**src/fe4b_pkg.sv**
```systemverilog
// Purpose: Shared constants and types for the 4B/5B transmit codec
// Assumes: One core clock, synchronous active-high reset
// Notes: Code-group values are the line symbols, MSB first
package fe4b_pkg;

    localparam int FE4B_NIB_W = 4;
    localparam int FE4B_CG_W = 5;
    localparam int FE4B_DIBIT_W = 2;

    // Control code-groups
    localparam logic [4:0] FE4B_CG_IDLE = 5'h1F;
    localparam logic [4:0] FE4B_CG_SSD_J = 5'h18;
    localparam logic [4:0] FE4B_CG_SSD_K = 5'h11;
    localparam logic [4:0] FE4B_CG_ESD_T = 5'h0D;
    localparam logic [4:0] FE4B_CG_ESD_R = 5'h07;
    localparam logic [4:0] FE4B_CG_TXERR = 5'h04;

    // Data code-groups, indexed by nibble value
    localparam logic [4:0] FE4B_DATA_CG [16] = '{
        5'h1E, 5'h09, 5'h14, 5'h15, 5'h0A, 5'h0B, 5'h0E, 5'h0F,
        5'h12, 5'h13, 5'h16, 5'h17, 5'h1A, 5'h1B, 5'h1C, 5'h1D
    };

    // Values after reset; rmii mode takes the strap instead, FE4B_RST_RMII is unused
    localparam logic FE4B_RST_RMII = 1'b0;
    localparam logic FE4B_RST_PHASE = 1'b0;
    localparam logic [1:0] FE4B_RST_DIBIT = 2'h0;
    localparam logic FE4B_RST_ER = 1'b0;

    typedef enum logic [1:0] {
        FE4B_ST_IDLE,
        FE4B_ST_SSD_K,
        FE4B_ST_DATA,
        FE4B_ST_ESD_R
    } fe4b_tx_state_t;

endpackage

```
**src/fe4b_cg_if.sv**
```systemverilog
// Purpose: Carrier between the codec control and its code-group tables
// Assumes: Purely combinational lookups
// Notes: ctl side supplies values, tab side answers
`timescale 1ns/1ps
`default_nettype none
interface fe4b_cg_if;
    logic [3:0] nib;
    logic [4:0] code;
    logic [4:0] rx_sym;
    logic rx_invalid;

    modport ctl (output nib, output rx_sym, input code, input rx_invalid);
    modport tab (input nib, input rx_sym, output code, output rx_invalid);
endinterface
`default_nettype wire

```
**src/fe4b_cg_table.sv**
```systemverilog
// Purpose: Nibble to code-group map and invalid code-group detector
// Assumes: Combinational, no state
// Notes: Invalid set is every code-group that is neither data nor control
`timescale 1ns/1ps
`default_nettype none
module fe4b_cg_table
    import fe4b_pkg::*;
(
    fe4b_cg_if.tab cg
);

    always_comb begin
        cg.code = FE4B_DATA_CG[cg.nib]; // RULE4
    end

    always_comb begin
        case (cg.rx_sym) // RULE9
            5'h06, 5'h19, 5'h00, 5'h01, 5'h02,
            5'h03, 5'h05, 5'h08, 5'h0C, 5'h10: begin
                cg.rx_invalid = 1'b1;
            end
            default: begin
                cg.rx_invalid = 1'b0;
            end
        endcase
    end

endmodule
`default_nettype wire

```
**src/fe4b_tx_codec.sv**
```systemverilog
// Purpose: MII/RMII transmit capture, 4B/5B encoding with delimiters,
//          plus receive code-group error and end-of-stream checks
// Assumes: All inputs synchronous to core_clk_i; rst_i is the external
//          reset, synchronous and active high
// Notes: One symbol slot per clock in MII mode and in RMII idle, one per two clocks during an RMII frame
`timescale 1ns/1ps
`default_nettype none

// Notes on behaviour
// [RULE1] MII: take one nibble per clock while enabled
// [RULE2] MAC holds enable exactly over valid data
// [RULE3] RMII: take one dibit per clock while enabled
// [RULE4] Map each data nibble to its code-group
// [RULE5] Send idle after end pair until enable
// [RULE6] Enable rise sends start pair J then K
// [RULE7] Enable fall sends end pair T then R
// [RULE8] Error input during frame sends H symbol
// [RULE9] Never send invalid; flag received invalids
// [RULE10] T then R ends carrier; lone half errors
// [RULE11] Translate disabled passes raw five-bit symbols
// [RULE12] Bypass takes fifth bit from error input
// [RULE13] Bypass honoured only in MII mode
// [RULE14] Latch interface strap at reset release
// [RULE15] In reset send idle, ignore inputs
module fe4b_tx_codec
    import fe4b_pkg::*;
(
    // Clock and reset
    input wire logic core_clk_i,
    input wire logic rst_i,

    // Configuration
    input wire logic interface_select_strap_i,
    input wire logic translate_en_i,

    // MAC transmit side
    input wire logic tx_en_i,
    input wire logic tx_er_i,
    input wire logic [3:0] txd_i,

    // Symbol output toward the line
    output logic [4:0] sym_o,
    output logic sym_tick_o,
    output logic rmii_mode_o,

    // Receive symbol check
    input wire logic [4:0] rx_sym_i,
    input wire logic rx_sym_valid_i,
    input wire logic rx_dv_i,
    output logic rx_er_o,
    output logic crs_end_o
);

    fe4b_cg_if cg ();

    fe4b_cg_table u_table (
        .cg(cg.tab)
    );

    // Mode strap capture
    logic rst_seen_q;
    logic rst_seen_d;
    logic rmii_q;
    logic rmii_d;

    always_comb begin
        rst_seen_d = rst_i;
        rmii_d = rmii_q;
        if (rst_seen_q && !rst_i) begin
            rmii_d = interface_select_strap_i; // RULE14
        end
    end

    always_ff @(posedge core_clk_i) begin
        rst_seen_q <= rst_seen_d;
        rmii_q <= rmii_d;
    end

    // Transmit capture and slot timing
    fe4b_tx_state_t state_q;
    fe4b_tx_state_t state_d;
    logic phase_q;
    logic phase_d;
    logic [1:0] dibit_lo_q;
    logic [1:0] dibit_lo_d;
    logic er_lo_q;
    logic er_lo_d;
    logic [4:0] sym_q;
    logic [4:0] sym_d;
    logic tick_q;
    logic tick_d;

    logic [3:0] nib;
    logic nib_er;
    logic slot;
    logic bypass;

    always_comb begin
        if (rmii_q) begin
            nib = {txd_i[1:0], dibit_lo_q}; // RULE3
            nib_er = tx_er_i | er_lo_q;
        end else begin
            nib = txd_i; // RULE1
            nib_er = tx_er_i;
        end
        bypass = !translate_en_i && !rmii_q; // RULE13
        slot = !rmii_q || phase_q || (state_q == FE4B_ST_IDLE && !tx_en_i);
    end

    always_comb begin
        cg.nib = nib;
        cg.rx_sym = rx_sym_i;
    end

    always_comb begin
        state_d = state_q;
        sym_d = sym_q;
        tick_d = slot;
        dibit_lo_d = dibit_lo_q;
        er_lo_d = er_lo_q;
        phase_d = phase_q;
        if (rmii_q) begin
            if (state_q == FE4B_ST_IDLE && !tx_en_i) begin
                phase_d = FE4B_RST_PHASE;
            end else begin
                phase_d = !phase_q;
            end
            if (!phase_q) begin
                dibit_lo_d = txd_i[1:0];
                er_lo_d = tx_er_i;
            end
        end
        if (slot) begin
            case (state_q)
                FE4B_ST_IDLE: begin
                    if (tx_en_i) begin
                        sym_d = FE4B_CG_SSD_J; // RULE6
                        state_d = FE4B_ST_SSD_K;
                    end else begin
                        sym_d = FE4B_CG_IDLE; // RULE5
                    end
                end
                FE4B_ST_SSD_K: begin
                    if (tx_en_i) begin
                        sym_d = FE4B_CG_SSD_K; // RULE6
                        state_d = FE4B_ST_DATA;
                    end else begin
                        sym_d = FE4B_CG_ESD_T; // RULE7
                        state_d = FE4B_ST_ESD_R;
                    end
                end
                FE4B_ST_DATA: begin
                    if (!tx_en_i) begin
                        sym_d = FE4B_CG_ESD_T; // RULE7
                        state_d = FE4B_ST_ESD_R;
                    end else if (bypass) begin
                        sym_d = {nib_er, nib}; // RULE11 RULE12
                    end else if (nib_er) begin
                        sym_d = FE4B_CG_TXERR; // RULE8
                    end else begin
                        sym_d = cg.code; // RULE4
                    end
                end
                FE4B_ST_ESD_R: begin
                    sym_d = FE4B_CG_ESD_R; // RULE7
                    state_d = FE4B_ST_IDLE;
                end
                default: begin
                    sym_d = FE4B_CG_IDLE;
                    state_d = FE4B_ST_IDLE;
                end
            endcase
        end
    end

    always_ff @(posedge core_clk_i) begin
        if (rst_i) begin
            state_q <= FE4B_ST_IDLE; // RULE15
            sym_q <= FE4B_CG_IDLE; // RULE15
            tick_q <= 1'b0;
            phase_q <= FE4B_RST_PHASE;
            dibit_lo_q <= FE4B_RST_DIBIT;
            er_lo_q <= FE4B_RST_ER;
        end else begin
            state_q <= state_d;
            sym_q <= sym_d;
            tick_q <= tick_d;
            phase_q <= phase_d;
            dibit_lo_q <= dibit_lo_d;
            er_lo_q <= er_lo_d;
        end
    end

    // Receive code-group checks
    logic t_pend_q;
    logic t_pend_d;
    logic rx_er_q;
    logic rx_er_d;
    logic crs_end_q;
    logic crs_end_d;

    always_comb begin
        t_pend_d = t_pend_q;
        rx_er_d = 1'b0;
        crs_end_d = 1'b0;
        if (rx_sym_valid_i) begin
            if (t_pend_q) begin
                t_pend_d = 1'b0;
                if (rx_sym_i == FE4B_CG_ESD_R) begin
                    crs_end_d = 1'b1; // RULE10
                end else begin
                    rx_er_d = 1'b1; // RULE10
                end
            end else if (rx_sym_i == FE4B_CG_ESD_T) begin
                t_pend_d = 1'b1;
            end else if (rx_sym_i == FE4B_CG_ESD_R) begin
                rx_er_d = 1'b1; // RULE10
            end else if (cg.rx_invalid && rx_dv_i) begin
                rx_er_d = 1'b1; // RULE9
            end
        end
    end

    always_ff @(posedge core_clk_i) begin
        if (rst_i) begin
            t_pend_q <= 1'b0;
            rx_er_q <= 1'b0;
            crs_end_q <= 1'b0;
        end else begin
            t_pend_q <= t_pend_d;
            rx_er_q <= rx_er_d;
            crs_end_q <= crs_end_d;
        end
    end

    // Outputs
    assign sym_o = sym_q;
    assign sym_tick_o = tick_q;
    assign rmii_mode_o = rmii_q;
    assign rx_er_o = rx_er_q;
    assign crs_end_o = crs_end_q;

endmodule
`default_nettype wire

```
**config.mk**
```make
export PLATFORM = sky130hd
export DESIGN_NAME = fe4b_tx_codec
export DESIGN_NICKNAME = d
export VERILOG_FILES = /design/src/fe4b_pkg.sv /design/src/fe4b_cg_if.sv /design/src/fe4b_cg_table.sv /design/src/fe4b_tx_codec.sv
export SDC_FILE = /design/constraint.sdc
export NUM_CORES = 1
export LEC_CHECK = 0
export BUFFER_PORTS_ARGS = -buffer_cell sky130_fd_sc_hd__buf_2
export CORE_ASPECT_RATIO = 0.8
export CORE_MARGIN = 2
export CORE_UTILIZATION = 40
export CTS_CLUSTER_SIZE = 40
export DETAILED_ROUTE_END_ITERATION = 12
export SYNTH_ARGS = -nofsm -noshare
export SYNTH_HDL_FRONTEND = slang
export SYNTH_SLANG_ARGS = --single-unit
```
**constraint.sdc**
```tcl
create_clock -name core_clk_i -period 3.04 [get_ports core_clk_i]
set_input_delay 0.152 -clock core_clk_i [delete_from_list [all_inputs] [get_ports core_clk_i]]
set_output_delay 0.152 -clock core_clk_i [all_outputs]
set_load 0.02 [all_outputs]
```
==> results of run 1 <==
[state kept, by name (all words and copies together), names as in the netlist]
name	count
phase_q	1
t_pend_q	1
er_lo_q	1
rst_seen_q	1
sym_o	5
sym_tick_o	1
state_q	2
dibit_lo_q	2
crs_end_o	1
rmii_mode_o	1
rx_er_o	1
[cell type report]
| cell class | count | area (um^2) |
|---|---|---|
| clock buffers | 3 | 22.5 |
| clock inverters | 1 | 7.51 |
| fillers | 274 | 1420 |
| inverters | 7 | 26.3 |
| multi-input cells | 102 | 698 |
| flip-flops and latches | 17 | 350 |
| well taps | 38 | 47.5 |
| repair buffers | 25 | 125 |
[cell families (layout without fill, tap and decap cells)]
group | Yosys count | count (layout) | synth area share
compound gates | 36 | 36 | 0.236
xor+xnor | 2 | 2 | 0.0159
fa+ha+maj | 7 | 7 | 0.0793
buf+inv | 12 | 36 | 0.0510
flops | 17 | 17 | 0.317
mux | 4 | 4 | 0.0385
simple gates | 53 | 53 | 0.263
[power breakdown]
part / switching [W] / internal [W] / total (W)
Combinational: 0.0000927 / 0.0000639 / 0.000157
Sequential: 0.0000154 / 0.000244 / 0.000260
Clock: 0.0000746 / 0.0000500 / 0.000125
Total: 0.000183 / 0.000358 / 0.000541
[layout by cell type, fill, tap and decap left out, drive strengths merged, types with 2 or more instances in the layout]
cell     netlist  layout
nor3b          2       2
a21oi         10      10
and3           2       2
mux2i          2       2
xnor2          2       2
nor3           6       6
a221oi         3       3
buf            3      25
nor2b          8       8
nand2b         5       5
or3b           2       2
o21ai          6       6
dfxtp         16      16
inv            7       7
a211oi         2       2
clkbuf         2       3
a2111oi        2       2
nand2          9       9
nor2          11      11
ha             7       7
mux2           2       2
[critical path, cell delays in order (launching register included)]
cell and delay [ns]:
edfxtp_1 0.67, nor2b_1 0.58, nor2_1 0.12, a221oi_1 0.35
o41ai_2 0.14
[worst max-delay path by stage]
stage / from / endpoint / slack [ns]
final: rmii_mode_o$_DFFE_PP_ / sym_o[2]$_SDFFE_PP1P_ / 1.05
after global routing: rmii_mode_o$_DFFE_PP_ / sym_o[2]$_SDFFE_PP1P_ / 0.80
after CTS: rmii_mode_o$_DFFE_PP_ / sym_o[2]$_SDFFE_PP1P_ / 1.08
after detailed placement: rmii_mode_o$_DFFE_PP_ / sym_o[2]$_SDFFE_PP1P_ / 1.10
after global placement: rmii_mode_o$_DFFE_PP_ / sym_o[2]$_SDFFE_PP1P_ / 1.20
after floorplan: rmii_mode_o$_DFFE_PP_ / sym_o[4]$_SDFFE_PP1P_ / 1.52
[per-stage QoR]
step / setup slack [ns] / area, um^2 / hold slack (ns) / power, W
after global placement: 1.20 / 1250 / 0.334 / 0.000417
after global routing: 0.805 / 1280 / 0.00376 / 0.000582
final: 1.05 / 1280 / 0.0316 / 0.000541
after CTS: 1.08 / 1280 / 0.0183 / 0.000548
after detailed placement: 1.10 / 1250 / 0.333 / 0.000420
after floorplan: 1.52 / 1100 / 0.180 / 0.000372
[layer usage]
layer / routed length (um) / share of wire / track usage / vias to the layer above
li1: - / - / - / 525
met1: 1240 / 0.52 / 0.242 / 461
met2: 924 / 0.39 / 0.256 / 45
met3: 206 / 0.086 / 0.0529 / 2
met4: 11 / 0.0046 / 0.0333 / 0
met5: 0 / 0 / 0 / -
==> results.py, run 1 <==
metrics = {
    "status": {
        "status": "finished clean",
    },
    "min_path": {
        "hp-start": "interface_select_strap_i",
        "hold_path_class": "primary input to register",
        "holdPathEnd": "rmii_mode_o$_DFFE_PP_",
        "holdPathStages": 1,
    },
    "clocking": {
        "postCtsHoldBufs": 0,
        "ctsResizeCount": 0,
        "tritoncts": "yes",
        "clock_latency_ns": 0.29,
        "cts_sinks": 17,
        "clk_pin_slew_ns": 0.10,
        "cts_buffers": 3,
        "htreeDepth": 1,
        "postCtsSetupRepairBufs": 0,
        "cts_buffer_depth": 2,
        "clockRootBuffer": "clkbuf_4",
    },
    "die": {
        "initial_utilization": 0.409,
        "dieArea_mm2": 0.00320,
        "num_io_pins": 26,
        "die_w_um": 62.8,
        "core_mm2": 0.00270,
        "fp-row-count": 17,
        "die_h_um": 51.0,
    },
    "worst_setup_path": {
        "crit_arrival_ns": 2.16,
        "critPathLaunchType": "register",
        "r2r_slack_ns": 1.05,
        "worst_setup_path_end_kind": "register",
        "path_class": "register to register",
        "r2r_cells": 4,
        "r2r-start": "rmii_mode_o$_DFFE_PP_",
        "worst_ep_required_time_ns": 3.21,
        "cp_max_fo": 18,
        "r2r_end": "sym_o[2]$_SDFFE_PP1P_",
    },
    "global_route": {
        "grt_overflow": 0,
        "grt_max_degree": 19,
        "antenna_found_initial": 0,
        "grt_pass1_wl_mm": 4.37,
        "grt_pass1_vias": 989,
        "grt_util_all_layers": 0.171,
    },
    "timing": {
        "final.setup.tns_ns": 0,
        "fin_worst_skew_ns": 0.00170,
        "fin_crit_sh": 0.654,
        "rsz0062_at_grt": "false",
        "finalSetupViolCount": 0,
        "finalMaxSlewViolations": 0,
        "fin_crit_ns": 1.99,
        "tightest_slew_ns": 0.620,
        "slew_headroom": 0.586,
        "fmax_ghz": 0.503,
        "hold_viol_final": 0,
    },
    "synth": {
        "synth-edff-count": 1,
        "ys_ff_latch": 17,
        "syn-num-nets": 155,
        "synth_top_cells_by_count": "16 x dfxtp_1, 11 x nor2_1, 10 x a21oi_1, 9 x nand2_1, 8 x nor2b_1",
        "syn_inst": 131,
        "yosysMostFrequentCell": "dfxtp_1",
        "synth_cell_types": 47,
        "ys_warn_count": 0,
        "synth_top_area_cell": "dfxtp_1",
        "synth_top_area_share": 0.290,
        "yosysSeqAreaShare": 0.317,
        "synthFlopType": "dfxtp_1",
        "synth_area_leaders": "dfxtp_1 29%, ha_1 7.9%, a21oi_1 4.5%",
        "netlist_area_mm2": 0.00110,
        "syn_area_per_cell_um2": 8.43,
        "async_flop_share": 0,
    },
    "layout": {
        "fin_util": 0.473,
        "area_delta_synth_final_pct": 15.6,
        "diodes": 0,
        "drive_gt1_frac": 0.206,
        "nets": 180,
        "instances_no_fill": 193,
    },
    "routing": {
        "routed_wl_mm": 2.38,
        "drc": 0,
        "postRouteAntennaNets": 0,
        "drtIter0Drc": 107,
        "vias": 1033,
        "routedWlPerCell_um": 12.3,
        "routed_via_density": 5.35,
        "first_pass_iters": 4,
    },
    "place": {
        "hpwl_mm": 1.85,
        "place_congestion": 0.943,
        "place_inst": 189,
        "io_buffers": 25,
    },
    "pwr": {
        "p_leak_nw": 0.531,
        "pwr_density_cell_mw_per_mm2": 423,
        "vdd_drop_max_mv": 0.206,
    },
    "job": {
        "cap_violations": 0,
    },
}
Note: power is estimated with default switching activity, not from simulation.
==> run 2: changes to the inputs <==
==> constraint.sdc (replaced) <==
create_clock -name core_clk_i -period 1.7 [get_ports core_clk_i]
set_input_delay 0.085 -clock core_clk_i [delete_from_list [all_inputs] [get_ports core_clk_i]]
set_output_delay 0.085 -clock core_clk_i [all_outputs]
set_load 0.02 [all_outputs]
==> run 2 against run 1 <==
Effect of this change:
- critical path depth up 1
- critical path type unchanged
- maximum frequency is 22% higher
- sequential share of layout area decreased by 0.95 points
- clock skew increased by 0.0028 ns
- final area grew 4.3%
- routed wire length grew 8.1%
- clock-buffer cell count unchanged
- worst hold slack better by 0.027 ns
- final cell count rose by 2.1%
- first-iteration DRC count fell by 33%
- worst setup slack worse by 0.98 ns
==> results.py, run 2 (synthesis gave the netlist of run 1 again) <==
metrics = {
    "status": {
        "status": "finished clean",
    },
    "worst_setup_path": {
        "worst_ep_required_time_ns": 1.88,
        "crit_arrival_ns": 1.81,
        "cp_max_fo": 13,
        "r2r_slack_ns": 0.07,
        "path_class": "register to register",
        "critPathLaunchType": "register",
        "worst_setup_path_end_kind": "register",
    },
    "clocking": {
        "cts_buffer_depth": 2,
        "clockRootBuffer": "clkbuf_4",
        "cts_buffers": 3,
        "cts_sinks": 17,
        "clk_pin_slew_ns": 0.11,
        "tritoncts": "yes",
        "htreeDepth": 1,
        "clock_latency_ns": 0.29,
    },
    "global_route": {
        "antenna_found_initial": 0,
        "grt_pass1_wl_mm": 4.32,
        "grt_max_degree": 15,
        "grt_overflow": 0,
        "grt_pass1_vias": 988,
        "grt_util_all_layers": 0.168,
    },
    "place": {
        "placed_cell_area_mm2": 0.00127,
        "hpwl_mm": 1.95,
        "io_buffers": 25,
        "place_congestion": 0.848,
    },
    "routing": {
        "routedWlPerCell_um": 13.1,
        "routed_wl_mm": 2.58,
        "routed_via_density": 5.29,
        "vias": 1042,
        "drc": 0,
        "first_pass_iters": 4,
        "postRouteAntennaNets": 0,
        "drtIter0Drc": 72,
    },
    "layout": {
        "diodes": 0,
        "largest_reg_flops": 5,
        "layout_commonest_cell": "buf_2",
        "nets": 184,
        "drive_gt1_frac": 0.252,
        "fillers": 260,
        "final_cell_mix": "25 x buf_2, 14 x dfxtp_1, 11 x nor2_1, 9 x nand2_1, 9 x a21oi_1",
        "stdcell_area_mm2": 0.00133,
        "area_delta_synth_final_pct": 20.6,
    },
    "die": {
        "dieArea_mm2": 0.00320,
        "core_mm2": 0.00270,
        "die_w_um": 62.8,
        "fp-row-count": 17,
        "die_h_um": 51.0,
        "num_io_pins": 26,
        "initial_utilization": 0.409,
    },
    "pwr": {
        "switching_share": 0.339,
        "vdd_drop_max_mv": 0.580,
        "clkPwrFrac": 0.226,
        "seq_power_share": 0.470,
        "switching_power_w": 0.000336,
        "pwr_density_cell_mw_per_mm2": 743,
        "p_leak_nw": 0.554,
        "power.internal_w": 0.000655,
        "comb_power_share": 0.304,
    },
    "timing": {
        "hold_viol_final": 0,
        "fin_crit_sh": 0.959,
        "slew_headroom": 0.749,
        "fin_worst_skew_ns": 0.00454,
        "rsz0062_at_grt": "true",
        "timing.hold.ws_ns": 0.0583,
        "fmax_ghz": 0.614,
        "fin_crit_ns": 1.63,
        "finalMaxSlewViolations": 0,
        "finalSetupViolCount": 0,
        "tightest_slew_ns": 0.377,
    },
    "job": {
        "cap_violations": 0,
    },
    "min_path": {
        "hold_path_class": "primary input to register",
    },
}
-- run 2: cell count changes in the layout (fill, tap and decap cells not counted) --
cell	delta
buf_6	+1
a221oi_1	-1
a21oi_2	+1
a221oi_2	+1
and3_4	+1
dfxtp_2	+2
a2111oi_1	+1
and3_1	-1
dlygate4sd3_1	+1
a2111oi_0	-1
a21oi_1	-1
dfxtp_1	-2
buf_4	+2
-- run 2: final timing paths --
kind | end | from | cells past startpoint
min reg2reg | sym_o[0]$_SDFFE_PP1P_ | sym_o[0]$_SDFFE_PP1P_ | 2
min | rst_seen_q$_DFF_P_ | rst_i | 1
max | sym_o[4]$_SDFFE_PP1P_ | rmii_mode_o$_DFFE_PP_ | 5
max reg2reg | sym_o[4]$_SDFFE_PP1P_ | rmii_mode_o$_DFFE_PP_ | 5
-- run 2: cell type report --
type | count | area (um^2) | share of cell area
multi-input combinational | 102 | 714 | 0.536
inverter | 7 | 26.3 | 0.0197
timing repair buffer | 29 | 161 | 0.121
tap | 38 | 47.5 | 0.0357
sequential | 17 | 353 | 0.265
clock inverter | 1 | 7.51 | 0.00563
clock buffer | 3 | 22.5 | 0.0169
-- run 2: metrics by stage --
step | total power [W] | utilization | cells | setup WS [ns] | setup TNS [ns]
floorplan | 0.000665 | - | 131 | 0.180 | 0
global placement | 0.000754 | 0.470 | 192 | 0.139 | 0
detailed placement | 0.000759 | 0.470 | 192 | 0.0934 | 0
CTS | 0.000984 | 0.485 | 197 | 0.0678 | 0
global route | 0.00105 | 0.493 | 197 | -0.0250 | -0.0459
finish | 0.000991 | 0.493 | 197 | 0.0703 | 0
-- run 2: critical path, stage by stage (launching register included) --
cell and delay (ns):
edfxtp_1 0.57, nor2b_1 0.22, buf_4 0.17, a2111o_1 0.31
nor3_1 0.17, a21oi_1 0.08
-- run 2: timing repair --
item,4_1_cts,5_1_grt
buffers inserted,0,0
setup endpoints to repair,0,4
hold endpoints to repair,1,0
gates resized for setup,0,7
hold buffers,1,0
-- run 2: power groups by stage --
| stage | clock [W] | combinational [W] | sequential [W] |
|---|---|---|---|
| final | 0.000224 | 0.000301 | 0.000466 |
| after floorplan | 0 | 0.000176 | 0.000489 |
| after global placement | 0 | 0.000285 | 0.000469 |
| after detailed placement | 0 | 0.000287 | 0.000472 |
| after global routing | 0.000247 | 0.000336 | 0.000469 |
| after CTS | 0.000231 | 0.000290 | 0.000462 |
-- run 2: layer usage --
layer / routed length [um] / track usage / up-vias
met5: 0 / 0 / -
met4: 17 / 0.0481 / 0
met3: 124 / 0.0441 / 2
met2: 1130 / 0.274 / 24
met1: 1300 / 0.222 / 479
li1: - / - / 537
==> run 3: changes to the inputs <==
==> constraint.sdc (replaced) <==
create_clock -name core_clk_i -period 1.9 [get_ports core_clk_i]
set_input_delay 0.095 -clock core_clk_i [delete_from_list [all_inputs] [get_ports core_clk_i]]
set_output_delay 0.095 -clock core_clk_i [all_outputs]
set_load 0.02 [all_outputs]
==> run 3 against run 2 <==
Effect of this change:
- sequential power down 12%
- combinational power down 11%
- via count up 1.3%
- clock-buffer cell count unchanged
- register-to-register slack better by 0.14 ns
- maximum frequency down 3.5%
- worst hold slack worse by 0.0089 ns
- final cell count up 1.5%
- clock skew down 0.0034 ns
- non-clock buffer count up 3
- clock power down 7%
- highest routed layer unchanged
==> results.py, run 3 (synthesis gave the netlist of run 1 again) <==
metrics = {
    "status": {
        "status": "finished clean",
    },
    "place": {
        "hpwl_mm": 1.89,
        "io_buffers": 25,
        "place_congestion": 0.839,
        "placed_cell_area_mm2": 0.00127,
        "place_ws_ns": 0.201,
    },
    "timing": {
        "final.setup.tns_ns": 0,
        "fin_crit_ns": 1.69,
        "fin_ws_ns": 0.212,
        "hold_viol_final": 0,
        "fmax_ghz": 0.592,
        "timing.hold.ws_ns": 0.0494,
        "fin_worst_skew_ns": 0.00112,
        "slew_headroom": 0.656,
        "rsz0062_at_grt": "false",
        "finalSetupViolCount": 0,
        "finalMaxSlewViolations": 0,
        "fin_crit_sh": 0.888,
        "tightest_slew_ns": 0.504,
    },
    "layout": {
        "stdcell_area_mm2": 0.00133,
        "seq_area_um2": 350,
        "diodes": 0,
        "fillers": 285,
        "layout_commonest_cell": "buf_2",
        "multi_input_comb_area_um2": 698,
        "largest_reg_flops": 5,
        "drive_gt1_frac": 0.235,
        "area_delta_synth_final_pct": 20.6,
        "final_cell_mix": "25 x buf_2, 16 x dfxtp_1, 11 x nor2_1, 10 x a21oi_1, 9 x nand2_1",
        "nets": 187,
    },
    "die": {
        "initial_utilization": 0.409,
        "dieArea_mm2": 0.00320,
        "core_mm2": 0.00270,
        "num_io_pins": 26,
        "die_w_um": 62.8,
        "fp-row-count": 17,
        "die_h_um": 51.0,
    },
    "global_route": {
        "grt_overflow": 0,
        "grtUsageMet1": 0.229,
        "grt_max_degree": 19,
        "met2_usage": 0.283,
        "grt_util_met3": 0.0551,
        "grt_util_all_layers": 0.175,
        "grt_pass1_wl_mm": 4.42,
        "grt_pass1_vias": 1003,
        "grt_busiest_layer": "met2",
        "antenna_found_initial": 0,
    },
    "clocking": {
        "tritoncts": "yes",
        "clk_pin_slew_ns": 0.11,
        "clockRootBuffer": "clkbuf_4",
        "cts_sinks": 17,
        "cts_buffers": 3,
        "clock_latency_ns": 0.30,
        "cts_buffer_depth": 2,
        "htreeDepth": 1,
    },
    "pwr": {
        "p_leak_nw": 0.564,
        "pwr_density_cell_mw_per_mm2": 666,
        "vdd_drop_max_mv": 0.318,
    },
    "routing": {
        "postRouteAntennaNets": 0,
        "first_pass_iters": 4,
        "drtIter0Drc": 120,
        "routedWlPerCell_um": 12.7,
        "routed_via_density": 5.28,
        "vias": 1056,
        "drc": 0,
        "routed_wl_mm": 2.54,
    },
    "worst_setup_path": {
        "worst_setup_path_end_kind": "register",
        "crit_arrival_ns": 1.86,
        "cp_max_fo": 6,
        "worst_ep_required_time_ns": 2.08,
        "critPathLaunchType": "register",
        "path_class": "register to register",
    },
    "job": {
        "cap_violations": 0,
    },
    "min_path": {
        "hold_path_class": "primary input to register",
    },
}
-- run 3: stage by stage --
| step | instances | total power, W | util |
|---|---|---|---|
| 2_1_floorplan | 131 | 0.000595 | - |
| 3_3_place_gp | 192 | 0.000676 | 0.470 |
| 5_1_grt | 200 | 0.000950 | 0.493 |
| 6_report | 200 | 0.000887 | 0.493 |
| 3_5_place_dp | 192 | 0.000679 | 0.470 |
| 4_1_cts | 197 | 0.000900 | 0.485 |
-- run 3: layout make-up --
type,count,area share
Multi-Input combinational cell,102,0.524
Sequential cell,17,0.263
Timing Repair Buffer,32,0.135
Tap cell,38,0.0357
Inverter,7,0.0197
Clock buffer,3,0.0169
Clock inverter,1,0.00563
-- run 3: path summary, 6_finish.rpt --
path,cells past startpoint,slack [ns],end,startpoint
hold / removal,1,0.05,rst_seen_q$_DFF_P_,rst_i
setup / recovery,5,0.21,sym_o[3]$_SDFFE_PP1P_,state_q[1]$_SDFFE_PP0P_
hold reg to reg,2,0.49,sym_o[0]$_SDFFE_PP1P_,sym_o[0]$_SDFFE_PP1P_
setup reg to reg,5,0.21,sym_o[3]$_SDFFE_PP1P_,state_q[1]$_SDFFE_PP0P_
-- run 3: critical path, stage by stage (launching register included) --
cell and delay (ns):
dfxtp_1 0.41, inv_1 0.09, ha_1 0.26, nand2b_1 0.24
a2111oi_0 0.43, a21oi_1 0.12
-- run 3: repair_timing --
item / CTS / global route
resized for setup: 0 / 0
hold endpoints to repair: 1 / 0
endpoints found under the setup margin: 0 / 1
hold buffers: 1 / 0
setup buffers: 0 / 3
-- run 3: power by group --
part | switching (W) | total, W | internal, W
logic | 0.000155 | 0.000268 | 0.000113
clock network | 0.000128 | 0.000209 | 0.0000802
registers | 0.0000202 | 0.000411 | 0.000391
total | 0.000304 | 0.000887 | 0.000583
-- run 3: layer usage --
layer / up-vias / part of all wire
met5: - / 0
met4: 0 / 0.0047
met3: 2 / 0.067
met2: 27 / 0.43
met1: 482 / 0.50
li1: 545 / -
